### src/mcsc_pkg.sv
// Constants, types and register map for the measurement cycle sequencer.
// Assumes a single 125 MHz clock and an Avalon-MM register bus.
// Summary of operation
// A brief external low on the shared start line triggers one reading that is stored.
// A self-started cycle drives the start line low and releases it when polarizing ends.
// An external low on the start line, short or long, starts a measurement cycle.
// After a momentary external low, polarizing ends at the configured time.
// While the external low persists, polarizing continues and counting waits for release.
// Two units sharing the line run in step and either may start the cycle.
// Every reading polarizes first, then removes current and counts for a window.
// The long-polarize switch stretches polarizing from under two to almost three seconds.
// The short-polarize switch cuts polarizing below one second and wins over long.
// The count window is 920 ms, or 460 ms with the short-count switch on.
// The short-count switch halves the reported resolution to 0.2 nT.
// The averaging switch makes each cycle take three readings and report their mean.
// A signal collapse inside the count window drops the last digit and gives five beeps.
// Switches one to five default off, six to eight on; six to eight pick the baud rate.
// In automatic mode with display blanking, five idle keyboard minutes blank the display.
// The sensed line is synchronised and debounced, and the own drive is not seen as external.
package mcsc_pkg;
  localparam int          ADDR_W          = 5;
  localparam int          CLK_PERIOD_NS   = 8;
  localparam int          TICK_NS         = 1000000;
  localparam int          TICK_CYCLES     = TICK_NS / CLK_PERIOD_NS;
  localparam int          DEBOUNCE_NS     = 20000;
  localparam logic [11:0] DEBOUNCE_CYC    = 12'(DEBOUNCE_NS / CLK_PERIOD_NS);
  localparam logic [11:0] POL_NORMAL_MS   = 12'h708;
  localparam logic [11:0] POL_LONG_MS     = 12'hB54;
  localparam logic [11:0] POL_SHORT_MS    = 12'h384;
  localparam logic [11:0] COUNT_NORMAL_MS = 12'h398;
  localparam logic [11:0] COUNT_SHORT_MS  = 12'h1CC;
  localparam logic [18:0] DISPLAY_IDLE_MS = 19'h493E0;
  localparam logic [6:0]  BEEP_MS         = 7'h32;
  localparam logic [2:0]  BEEP_COUNT      = 3'h5;
  localparam logic [1:0]  AVG_LAST        = 2'h2;
  localparam logic [19:0] DIV3_MUL        = 20'hAAAAB;
  localparam logic [7:0]  SWITCH_DEFAULT  = 8'hE0;
  localparam logic [12:0] PIN_RESET       = 13'h1C10;
  localparam logic [4:0]  REG_CTRL        = 5'h00;
  localparam logic [4:0]  REG_AUTO_MS     = 5'h04;
  localparam logic [4:0]  REG_STATUS      = 5'h08;
  localparam logic [4:0]  REG_RESULT      = 5'h0C;
  localparam logic [4:0]  REG_IRQ_STATUS  = 5'h10;
  localparam logic [4:0]  REG_IRQ_CLEAR   = 5'h14;
  localparam logic [4:0]  REG_IRQ_ENABLE  = 5'h18;
  localparam logic [15:0] AUTO_MS_RESET   = 16'h1388;
  typedef enum logic [2:0] {ST_IDLE, ST_POLARIZE, ST_HOLD, ST_COUNT, ST_DONE} mcsc_state_t;
endpackage

### src/mcsc_top.sv
// Measurement cycle sequencer: polarize, count, shared start line, switches, registers.
// Assumes pins are asynchronous and the start line is open drain with an external pull-up.
module mcsc_top #(
  parameter int TICK_CYCLES = mcsc_pkg::TICK_CYCLES
) (
  input  wire logic                        ref_clk,
  input  wire logic                        reset,
  input  wire logic [mcsc_pkg::ADDR_W-1:0] avs_address,
  input  wire logic                        avs_read,
  input  wire logic                        avs_write,
  input  wire logic [31:0]                 avs_writedata,
  output logic      [31:0]                 avs_readdata,
  output logic                             avs_waitrequest,
  input  wire logic                        sync_in,
  output logic                             sync_out,
  output logic                             sync_oe,
  input  wire logic                        read_key,
  input  wire logic                        key_activity,
  input  wire logic                        precession_in,
  input  wire logic                        signal_present,
  input  wire logic [7:0]                  switch_in,
  output logic                             polarize_on,
  output logic                             count_active,
  output logic                             reading_stored,
  output logic                             digit_drop,
  output logic                             half_resolution,
  output logic                             beep,
  output logic                             display_on,
  output logic [2:0]                       baud_code,
  output logic                             irq
);
  import mcsc_pkg::*;

  ////////////////////////////////////////////////////////////////////////////////
  // Pin synchronisers and debounce
  logic [12:0] pin_meta, pin_sync, pin_prev;
  logic        line_high, next_line_high;
  logic [11:0] deb_cnt, next_deb_cnt;
  logic [12:0] holdoff, next_holdoff;
  logic        ext_low, ext_low_d;
  logic [7:0]  sw;
  logic        key_rise, act_rise, prec_rise, ext_fall, sig_ok;

  assign sw        = pin_sync[12:5];
  assign key_rise  = pin_sync[3] & ~pin_prev[3];
  assign act_rise  = pin_sync[2] & ~pin_prev[2];
  assign prec_rise = pin_sync[1] & ~pin_prev[1];
  assign sig_ok    = pin_sync[0];
  assign ext_low   = ~line_high & ~sync_oe & (holdoff == 13'h0000);
  assign ext_fall  = ext_low & ~ext_low_d;

  always_comb begin
    next_line_high = line_high;
    next_deb_cnt   = 12'h000;
    if (pin_sync[4] != line_high) begin
      next_deb_cnt = deb_cnt + 12'h001;
      if (deb_cnt == DEBOUNCE_CYC - 12'h001) begin
        next_line_high = pin_sync[4];
        next_deb_cnt   = 12'h000;
      end
    end
    next_holdoff = (holdoff != 13'h0000) ? holdoff - 13'h0001 : 13'h0000;
    if (sync_oe) begin
      next_holdoff = {1'b0, DEBOUNCE_CYC} + {1'b0, DEBOUNCE_CYC};
    end
  end

  always_ff @(posedge ref_clk or posedge reset) begin
    if (reset) begin
      pin_meta  <= PIN_RESET;
      pin_sync  <= PIN_RESET;
      pin_prev  <= PIN_RESET;
      line_high <= 1'b1;
      deb_cnt   <= 12'h000;
      holdoff   <= 13'h0000;
      ext_low_d <= 1'b0;
    end else begin
      pin_meta  <= {switch_in, sync_in, read_key, key_activity, precession_in, signal_present};
      pin_sync  <= pin_meta;
      pin_prev  <= pin_sync;
      line_high <= next_line_high;
      deb_cnt   <= next_deb_cnt;
      holdoff   <= next_holdoff;
      ext_low_d <= ext_low;
    end
  end

  ////////////////////////////////////////////////////////////////////////////////
  // Millisecond tick
  logic [31:0] tick_cnt, next_tick_cnt;
  logic        tick;
  assign tick = (tick_cnt == 32'(TICK_CYCLES - 1));
  always_comb next_tick_cnt = tick ? 32'h0 : tick_cnt + 32'h1;

  ////////////////////////////////////////////////////////////////////////////////
  // Measurement sequencer
  mcsc_state_t state, next_state;
  logic [11:0] phase_ms, next_phase_ms, pol_len, count_len;
  logic        self_start, next_self_start, auto_en, soft_read;
  logic [1:0]  idx, next_idx;
  logic [15:0] count_acc, next_count_acc, result, next_result, auto_ms, next_auto_ms;
  logic [15:0] auto_interval;
  logic [17:0] sum, next_sum;
  logic [37:0] div_prod;
  logic        trunc, next_trunc, next_drop, next_stored;
  logic [2:0]  beeps_left, next_beeps_left;
  logic [6:0]  beep_ms, next_beep_ms;
  logic        next_beep;
  logic [18:0] idle_ms, next_idle_ms;
  logic        start, end_read;

  assign pol_len   = sw[1] ? POL_SHORT_MS : (sw[0] ? POL_LONG_MS : POL_NORMAL_MS);
  assign count_len = sw[2] ? COUNT_SHORT_MS : COUNT_NORMAL_MS;
  assign div_prod  = sum * DIV3_MUL;
  assign start     = ext_fall | key_rise | soft_read | (auto_en & (auto_ms >= auto_interval));
  assign end_read  = (state == ST_COUNT) &&
                     (~sig_ok || (tick && phase_ms == count_len - 12'h001));

  always_comb begin
    next_state      = state;
    next_phase_ms   = (tick && state != ST_IDLE) ? phase_ms + 12'h001 : phase_ms;
    next_self_start = self_start;
    next_idx        = idx;
    next_count_acc  = count_acc;
    next_sum        = sum;
    next_result     = result;
    next_trunc      = trunc;
    next_drop       = digit_drop;
    next_stored     = 1'b0;
    next_auto_ms    = (state == ST_IDLE && tick && auto_en) ? auto_ms + 16'h0001 : auto_ms;
    unique case (state)
      ST_IDLE: begin
        if (start) begin
          next_state      = ST_POLARIZE;
          next_self_start = ~ext_fall;
          next_phase_ms   = 12'h000;
          next_idx        = 2'h0;
          next_sum        = 18'h0;
          next_trunc      = 1'b0;
          next_auto_ms    = 16'h0000;
        end
      end
      ST_POLARIZE: begin
        if (tick && phase_ms == pol_len - 12'h001) begin
          next_phase_ms  = 12'h000;
          next_count_acc = 16'h0000;
          next_state     = (~self_start && ext_low) ? ST_HOLD : ST_COUNT;
        end
      end
      ST_HOLD: begin
        next_phase_ms = 12'h000;
        if (!ext_low) begin
          next_state = ST_COUNT;
        end
      end
      ST_COUNT: begin
        if (prec_rise) begin
          next_count_acc = count_acc + 16'h0001;
        end
        if (end_read) begin
          next_trunc    = trunc | ~sig_ok;
          next_sum      = sum + {2'h0, count_acc};
          next_phase_ms = 12'h000;
          if (sw[3] && idx != AVG_LAST) begin
            next_idx   = idx + 2'h1;
            next_state = ST_POLARIZE;
          end else begin
            next_state = ST_DONE;
          end
        end
      end
      ST_DONE: begin
        next_result = sw[3] ? div_prod[36:21] : sum[15:0];
        next_drop   = trunc;
        next_stored = 1'b1;
        next_state  = ST_IDLE;
      end
    endcase
  end

  always_comb begin
    next_beeps_left = beeps_left;
    next_beep_ms    = beep_ms;
    next_beep       = beep;
    if (state == ST_DONE && trunc) begin
      next_beeps_left = BEEP_COUNT;
      next_beep_ms    = 7'h00;
      next_beep       = 1'b1;
    end else if (beeps_left != 3'h0 && tick) begin
      next_beep_ms = beep_ms + 7'h01;
      if (beep_ms == BEEP_MS - 7'h01) begin
        next_beep_ms = 7'h00;
        next_beep    = ~beep;
        if (beep) begin
          next_beeps_left = beeps_left - 3'h1;
        end
      end
    end
    next_idle_ms = idle_ms;
    if (act_rise || key_rise) begin
      next_idle_ms = 19'h0;
    end else if (tick && idle_ms < DISPLAY_IDLE_MS) begin
      next_idle_ms = idle_ms + 19'h1;
    end
  end

  always_ff @(posedge ref_clk or posedge reset) begin
    if (reset) begin
      tick_cnt        <= 32'h0;
      state           <= ST_IDLE;
      phase_ms        <= 12'h000;
      self_start      <= 1'b0;
      idx             <= 2'h0;
      count_acc       <= 16'h0000;
      sum             <= 18'h0;
      result          <= 16'h0000;
      trunc           <= 1'b0;
      digit_drop      <= 1'b0;
      reading_stored  <= 1'b0;
      auto_ms         <= 16'h0000;
      beeps_left      <= 3'h0;
      beep_ms         <= 7'h00;
      beep            <= 1'b0;
      idle_ms         <= 19'h0;
      polarize_on     <= 1'b0;
      count_active    <= 1'b0;
      sync_oe         <= 1'b0;
      sync_out        <= 1'b0;
      display_on      <= 1'b1;
      half_resolution <= 1'b0;
      baud_code       <= SWITCH_DEFAULT[7:5];
    end else begin
      tick_cnt        <= next_tick_cnt;
      state           <= next_state;
      phase_ms        <= next_phase_ms;
      self_start      <= next_self_start;
      idx             <= next_idx;
      count_acc       <= next_count_acc;
      sum             <= next_sum;
      result          <= next_result;
      trunc           <= next_trunc;
      digit_drop      <= next_drop;
      reading_stored  <= next_stored;
      auto_ms         <= next_auto_ms;
      beeps_left      <= next_beeps_left;
      beep_ms         <= next_beep_ms;
      beep            <= next_beep;
      idle_ms         <= next_idle_ms;
      polarize_on     <= next_state == ST_POLARIZE || next_state == ST_HOLD;
      count_active    <= next_state == ST_COUNT;
      sync_oe         <= next_state == ST_POLARIZE && next_self_start;
      sync_out        <= 1'b0;
      display_on      <= ~(auto_en && sw[4] && idle_ms >= DISPLAY_IDLE_MS);
      half_resolution <= sw[2];
      baud_code       <= sw[7:5];
    end
  end

  ////////////////////////////////////////////////////////////////////////////////
  // Avalon-MM slave and interrupts
  logic        next_wait, wr_en, next_soft_read, next_auto_en, next_irq;
  logic [31:0] next_readdata;
  logic [15:0] next_auto_interval;
  logic [2:0]  irq_status, irq_enable, next_irq_status, next_irq_enable, events;

  assign wr_en  = avs_write & ~avs_waitrequest;
  assign events = {next_drop & (state == ST_DONE), ext_fall & (state == ST_IDLE), next_stored};

  always_comb begin
    next_wait          = ~((avs_read | avs_write) & avs_waitrequest);
    next_readdata      = avs_readdata;
    next_soft_read     = wr_en && avs_address == REG_CTRL && avs_writedata[1];
    next_auto_en       = auto_en;
    next_auto_interval = auto_interval;
    next_irq_enable    = irq_enable;
    next_irq_status    = irq_status;
    if (wr_en) begin
      unique case (avs_address)
        REG_CTRL:       next_auto_en       = avs_writedata[0];
        REG_AUTO_MS:    next_auto_interval = avs_writedata[15:0];
        REG_IRQ_CLEAR:  next_irq_status    = irq_status & ~avs_writedata[2:0];
        REG_IRQ_ENABLE: next_irq_enable    = avs_writedata[2:0];
        default:        next_irq_enable    = irq_enable;
      endcase
    end
    next_irq_status = next_irq_status | events;
    next_irq        = |(irq_status & irq_enable);
    if (avs_read && avs_waitrequest) begin
      unique case (avs_address)
        REG_CTRL:       next_readdata = {31'h0, auto_en};
        REG_AUTO_MS:    next_readdata = {16'h0, auto_interval};
        REG_STATUS:     next_readdata = {18'h0, idx, display_on, digit_drop, count_active,
                                         polarize_on, sw};
        REG_RESULT:     next_readdata = {16'h0, result};
        REG_IRQ_STATUS: next_readdata = {29'h0, irq_status};
        REG_IRQ_ENABLE: next_readdata = {29'h0, irq_enable};
        default:        next_readdata = 32'h0;
      endcase
    end
  end

  always_ff @(posedge ref_clk or posedge reset) begin
    if (reset) begin
      avs_waitrequest <= 1'b1;
      avs_readdata    <= 32'h0;
      soft_read       <= 1'b0;
      auto_en         <= 1'b0;
      auto_interval   <= AUTO_MS_RESET;
      irq_status      <= 3'h0;
      irq_enable      <= 3'h0;
      irq             <= 1'b0;
    end else begin
      avs_waitrequest <= next_wait;
      avs_readdata    <= next_readdata;
      soft_read       <= next_soft_read;
      auto_en         <= next_auto_en;
      auto_interval   <= next_auto_interval;
      irq_status      <= next_irq_status;
      irq_enable      <= next_irq_enable;
      irq             <= next_irq;
    end
  end
endmodule

### config.mk
export PLATFORM = sky130hd
export DESIGN_NAME = mcsc_top
export DESIGN_NICKNAME = d
export VERILOG_FILES = /design/src/mcsc_pkg.sv /design/src/mcsc_top.sv
export SDC_FILE = /design/constraint.sdc
export NUM_CORES = 1
export LEC_CHECK = 0
export ABC_AREA = 1
export ABC_CLOCK_PERIOD_IN_PS = 8900
export BUFFER_PORTS_ARGS = -buffer_cell sky130_fd_sc_hd__buf_2
export CAP_MARGIN = 20
export CORE_UTILIZATION = 55
export DETAILED_ROUTE_END_ITERATION = 16
export PLACE_DENSITY = 0.83
export SETUP_SLACK_MARGIN = 0.15
export SYNTH_ARGS = -nofsm -noshare
export SYNTH_HDL_FRONTEND = slang
export SYNTH_SLANG_ARGS = --single-unit
### constraint.sdc
create_clock -name ref_clk -period 8.9 [get_ports ref_clk]
set_input_delay 1.335 -clock ref_clk [delete_from_list [all_inputs] [get_ports ref_clk]]
set_output_delay 1.335 -clock ref_clk [all_outputs]
set_load 0.005 [all_outputs]
==> results.txt <==
----------------------------------------------------
[Run status]
  Run status ... finished clean

[Synth]
  Commonest register cell after synthesis ... sky130_fd_sc_hd__dfrtp_1
  Post-Syn Area ... slightly below 0.02 mm2
  Cell type with the highest aggregate area in the netlist ... sky130_fd_sc_hd__dfrtp_1
  Portion of synthesized cell area occupied by the leading cell type ... 30.3%
  Proportion of register bits with asynchronous set or reset after synthesis ... 100%
  Number of warnings printed during yosys synthesis ... 0
  Synth Instances ... 2502
  Cells taking the most area after synthesis ... sky130_fd_sc_hd__dfrtp_1 30%, sky130_fd_sc_hd__ha_1 11%, sky130_fd_sc_hd__fa_1 9.8%
  Avg Inst Size Synth ... 7.79 um2
  Number of enable-type register cells in the synthesized netlist ... 0
  Distinct cells, synth ... 56
  Post-synthesis register bit count ... 255
  Part of the Yosys area used for sequential elements ... around a third

[Power]
  Standby leakage power ... ~11 nW
  Pwr Density ... 126 mW/mm2
  VDD IR-drop max ... 0.172 mV

[STA]
  Top achievable clock speed ... 160 MHz
  Clk_skew ... 0.0190 ns
  Slew margin rel. ... 34.8%
  Slew of the pin with the lowest slew margin ... between 0.9 and 1 ns
  Unrepaired setup endpoints after global routing ... false
  Setup TNS ... 0 ns
  Final hold violations ... 0
  Crit share post-route ... 70.0%
  Shortest clock period the worst path allows after layout ... roughly 6.2 ns
  Final Setup Violations ... 0
  Final slew viol count ... 0

[Flow run]
  MaxCap Viol Count ... 0

[Die]
  Number of I/O pins ... 100
  Initial cell density of the core ... between 50% and 60%
  Area of the die ... about 0.036 mm2
  Area of the core region ... 0.0347 mm2
  Die Ht ... 190 um
  Standard-cell row count ... 68
  Floorplan die width ... approximately 190 um

[Cells and area]
  Filler cell count in the final layout ... 2948
  Storage element area ... 0.00640 mm2
  Syn-to-layout area delta ... 9.50%
  Area of all placed cells without fillers ... 0.0213 mm2
  Fraction of layout instances using a drive strength above 1 ... 6.86%
  Nets ... 2887
  Antenna Cells ... 0
  Leading cell type in the layout, fill and taps excluded ... sky130_fd_sc_hd__nand2_1
  Most frequent cells in the layout ... 497 x sky130_fd_sc_hd__nand2_1, 469 x sky130_fd_sc_hd__inv_1, 236 x sky130_fd_sc_hd__dfrtp_1, 234 x sky130_fd_sc_hd__nor2_1, 166 x sky130_fd_sc_hd__ha_1
  Area of the multi-input gates ... 0.0110 mm2

[Clock network]
  Cts-stage hold buffer count ... 0
  Sink Count ... 255
  Clock insertion delay at the later pin of the skew report ... 0.59 ns
  Clk pin slew, worst setup/hold paths ... 0.06 ns
  Post-CTS repair timing setup buffer count ... 0
  CTS tree ... yes
  Buffers from clock root to sink, at most ... 3
  CTS resizes ... 0
  Buffer type at the clock tree root ... sky130_fd_sc_hd__clkbuf_16
  H-tree level count ... 1
  Total clock buffers created by CTS ... 30

[Routing]
  Number of design-rule violations left by the first detailed-router iteration ... 1345
  Total detailed-routing wirelength ... 49200 um
  Via count normalized by instance count ... 5.51
  Total vias in the final route ... 16800
  Number of optimization iterations in the first detailed-route pass ... 6
  Antenna-violating nets left ... 0
  Post-detailed-route wirelength per cell ... about 16 um
  Number of DRC violations after detailed routing ... 0

[Critical path]
  Highest net fanout along the worst path ... 5
  Data arrival at the endpoint of the critical path ... roughly 6.7 ns
  Category of the critical setup timing path ... flop to flop
  Critical Path RT ... around 9.4 ns
  Startpoint types ... flop
  Kind of end point of the critical path ... flop

[Placed design]
  Hpwl dp ... 38400 um
  Final Wtd Congestion ... between 0.9 and 1
  Placed Instance Area ... 0.0202 mm2
  Count of port buffers added during placement ... 66

[Min path]
  Type of the most critical hold path ... flop to flop

[Global route]
  Total Routing Usage GR ... 27.9%
  Global-route congestion overflow total ... 0
  Initial antenna violation count ... 1
  Vias in the first global route ... ~16000
  Pin count of the biggest net entering global routing ... 133
  Wire length of the first global-routing pass ... 80800 um

----------------------------------------------------
## through the flow
| stage | cells | util, % | hold WS, ns | worst slack, ns | power, W |
|---|---|---|---|---|---|
| 2_1_floorplan | 2518 | - | 0.331 | 0.583 | 0.00130 |
| 3_3_place_gp | 2993 | 58.2 | 0.334 | 2.94 | 0.00134 |
| 3_5_place_dp | 2994 | 58.2 | 0.335 | 2.85 | 0.00135 |
| 4_1_cts | 3050 | 61.4 | 0.348 | 2.81 | 0.00270 |
| 5_1_grt | 3051 | 61.5 | 0.357 | 2.34 | 0.00277 |
| 6_report | 3051 | 61.5 | 0.345 | 2.67 | 0.00269 |
## registers in the layout, indices dropped and copies added, names as in the netlist, 12 cells and up
signal / cells
phase_ms: 12
deb_cnt: 12
pin_sync: 13
auto_interval: 16
tick_cnt: 32
auto_ms: 16
count_acc: 16
idle_ms: 19
pin_meta: 13
holdoff: 13
result: 16
avs_readdata: 16
sum: 18
## where the power goes
part           switching (W)  internal (W)
registers          0.0000226       0.00119
clock network       0.000515      0.000846
logic              0.0000791     0.0000318
## synthesized netlist by cell type, types with 19 or more instances
cell type / number
sky130_fd_sc_hd__nand2_1: 497
sky130_fd_sc_hd__inv_1: 470
sky130_fd_sc_hd__dfrtp_1: 236
sky130_fd_sc_hd__nor2_1: 234
sky130_fd_sc_hd__ha_1: 166
sky130_fd_sc_hd__nand3_1: 162
sky130_fd_sc_hd__o21ai_0: 122
sky130_fd_sc_hd__a21oi_1: 120
sky130_fd_sc_hd__fa_1: 95
sky130_fd_sc_hd__nor3_1: 62
sky130_fd_sc_hd__xor2_1: 60
sky130_fd_sc_hd__nand4_1: 41
sky130_fd_sc_hd__buf_4: 19
sky130_fd_sc_hd__dfstp_2: 19
sky130_fd_sc_hd__nor4_1: 19
sky130_fd_sc_hd__xnor2_1: 19
## cell families after synthesis
kind of cell               after synthesis  share of synthesized area (%)
buffers and inverters                  536                           10.9
adders and majority gates              261                           20.4
muxes                                    2                          0.109
DFF                                    255                           32.9
xor gates and xnor gates                79                           3.55
AOI/OAI and AO/OA                      313                           8.88
and+or+nand+nor                       1055                           23.3
other                                    1                         0.0192
## cell type report
type	instances	share of cell area, %
Clock inverter	14	1.19
Inverter	486	8.60
Sequential cell	255	30.0
Multi-Input combinational cell	1727	51.7
Clock buffer	42	4.01
Tap cell	455	2.67
Timing Repair Buffer	72	1.84
## critical path, cell delays in order, from the launching register on
cell and delay [ns]:
sky130_fd_sc_hd__dfrtp_1 0.53, sky130_fd_sc_hd__ha_1 0.31, sky130_fd_sc_hd__inv_1 0.09, sky130_fd_sc_hd__fa_1 0.60
sky130_fd_sc_hd__inv_1 0.11, sky130_fd_sc_hd__fa_1 0.56, sky130_fd_sc_hd__inv_1 0.14, sky130_fd_sc_hd__fa_1 0.56
sky130_fd_sc_hd__inv_1 0.06, sky130_fd_sc_hd__fa_1 0.53, sky130_fd_sc_hd__inv_1 0.05, sky130_fd_sc_hd__fa_1 0.55
sky130_fd_sc_hd__inv_1 0.05, sky130_fd_sc_hd__ha_1 0.30, sky130_fd_sc_hd__nand2_1 0.15, sky130_fd_sc_hd__nor2_1 0.16
sky130_fd_sc_hd__nand2_1 0.06, sky130_fd_sc_hd__o21ai_0 0.62, sky130_fd_sc_hd__nand2_1 0.15, sky130_fd_sc_hd__nand3_1 0.12
sky130_fd_sc_hd__nand3_1 0.15, sky130_fd_sc_hd__nand2_1 0.19, sky130_fd_sc_hd__nand2_1 0.07
## layer usage
metal,routed length [um],track usage [%],share of wire (%),vias up
met5,0,0,0,-
met1,21700,39.1,44,8019
met2,22400,44.1,46,606
li1,-,-,-,8085
met3,3690,4.80,7.5,106
met4,1390,8.52,2.8,0
## final timing paths
path | start | endpoint | slack, ns | cells past startpoint
setup / recovery | sum[8] | result[1] | 2.67 | 22
max in group asynchronous | reset | count_acc[10] | 6.50 | 3
hold / removal | pin_meta[8] | pin_sync[8] | 0.34 | 0
setup reg to reg | sum[8] | result[1] | 2.67 | 22
min in group asynchronous | reset | idle_ms[8] | 0.91 | 2
hold reg to reg | pin_meta[8] | pin_sync[8] | 0.34 | 0
Note: power is estimated with default switching activity, not from simulation.
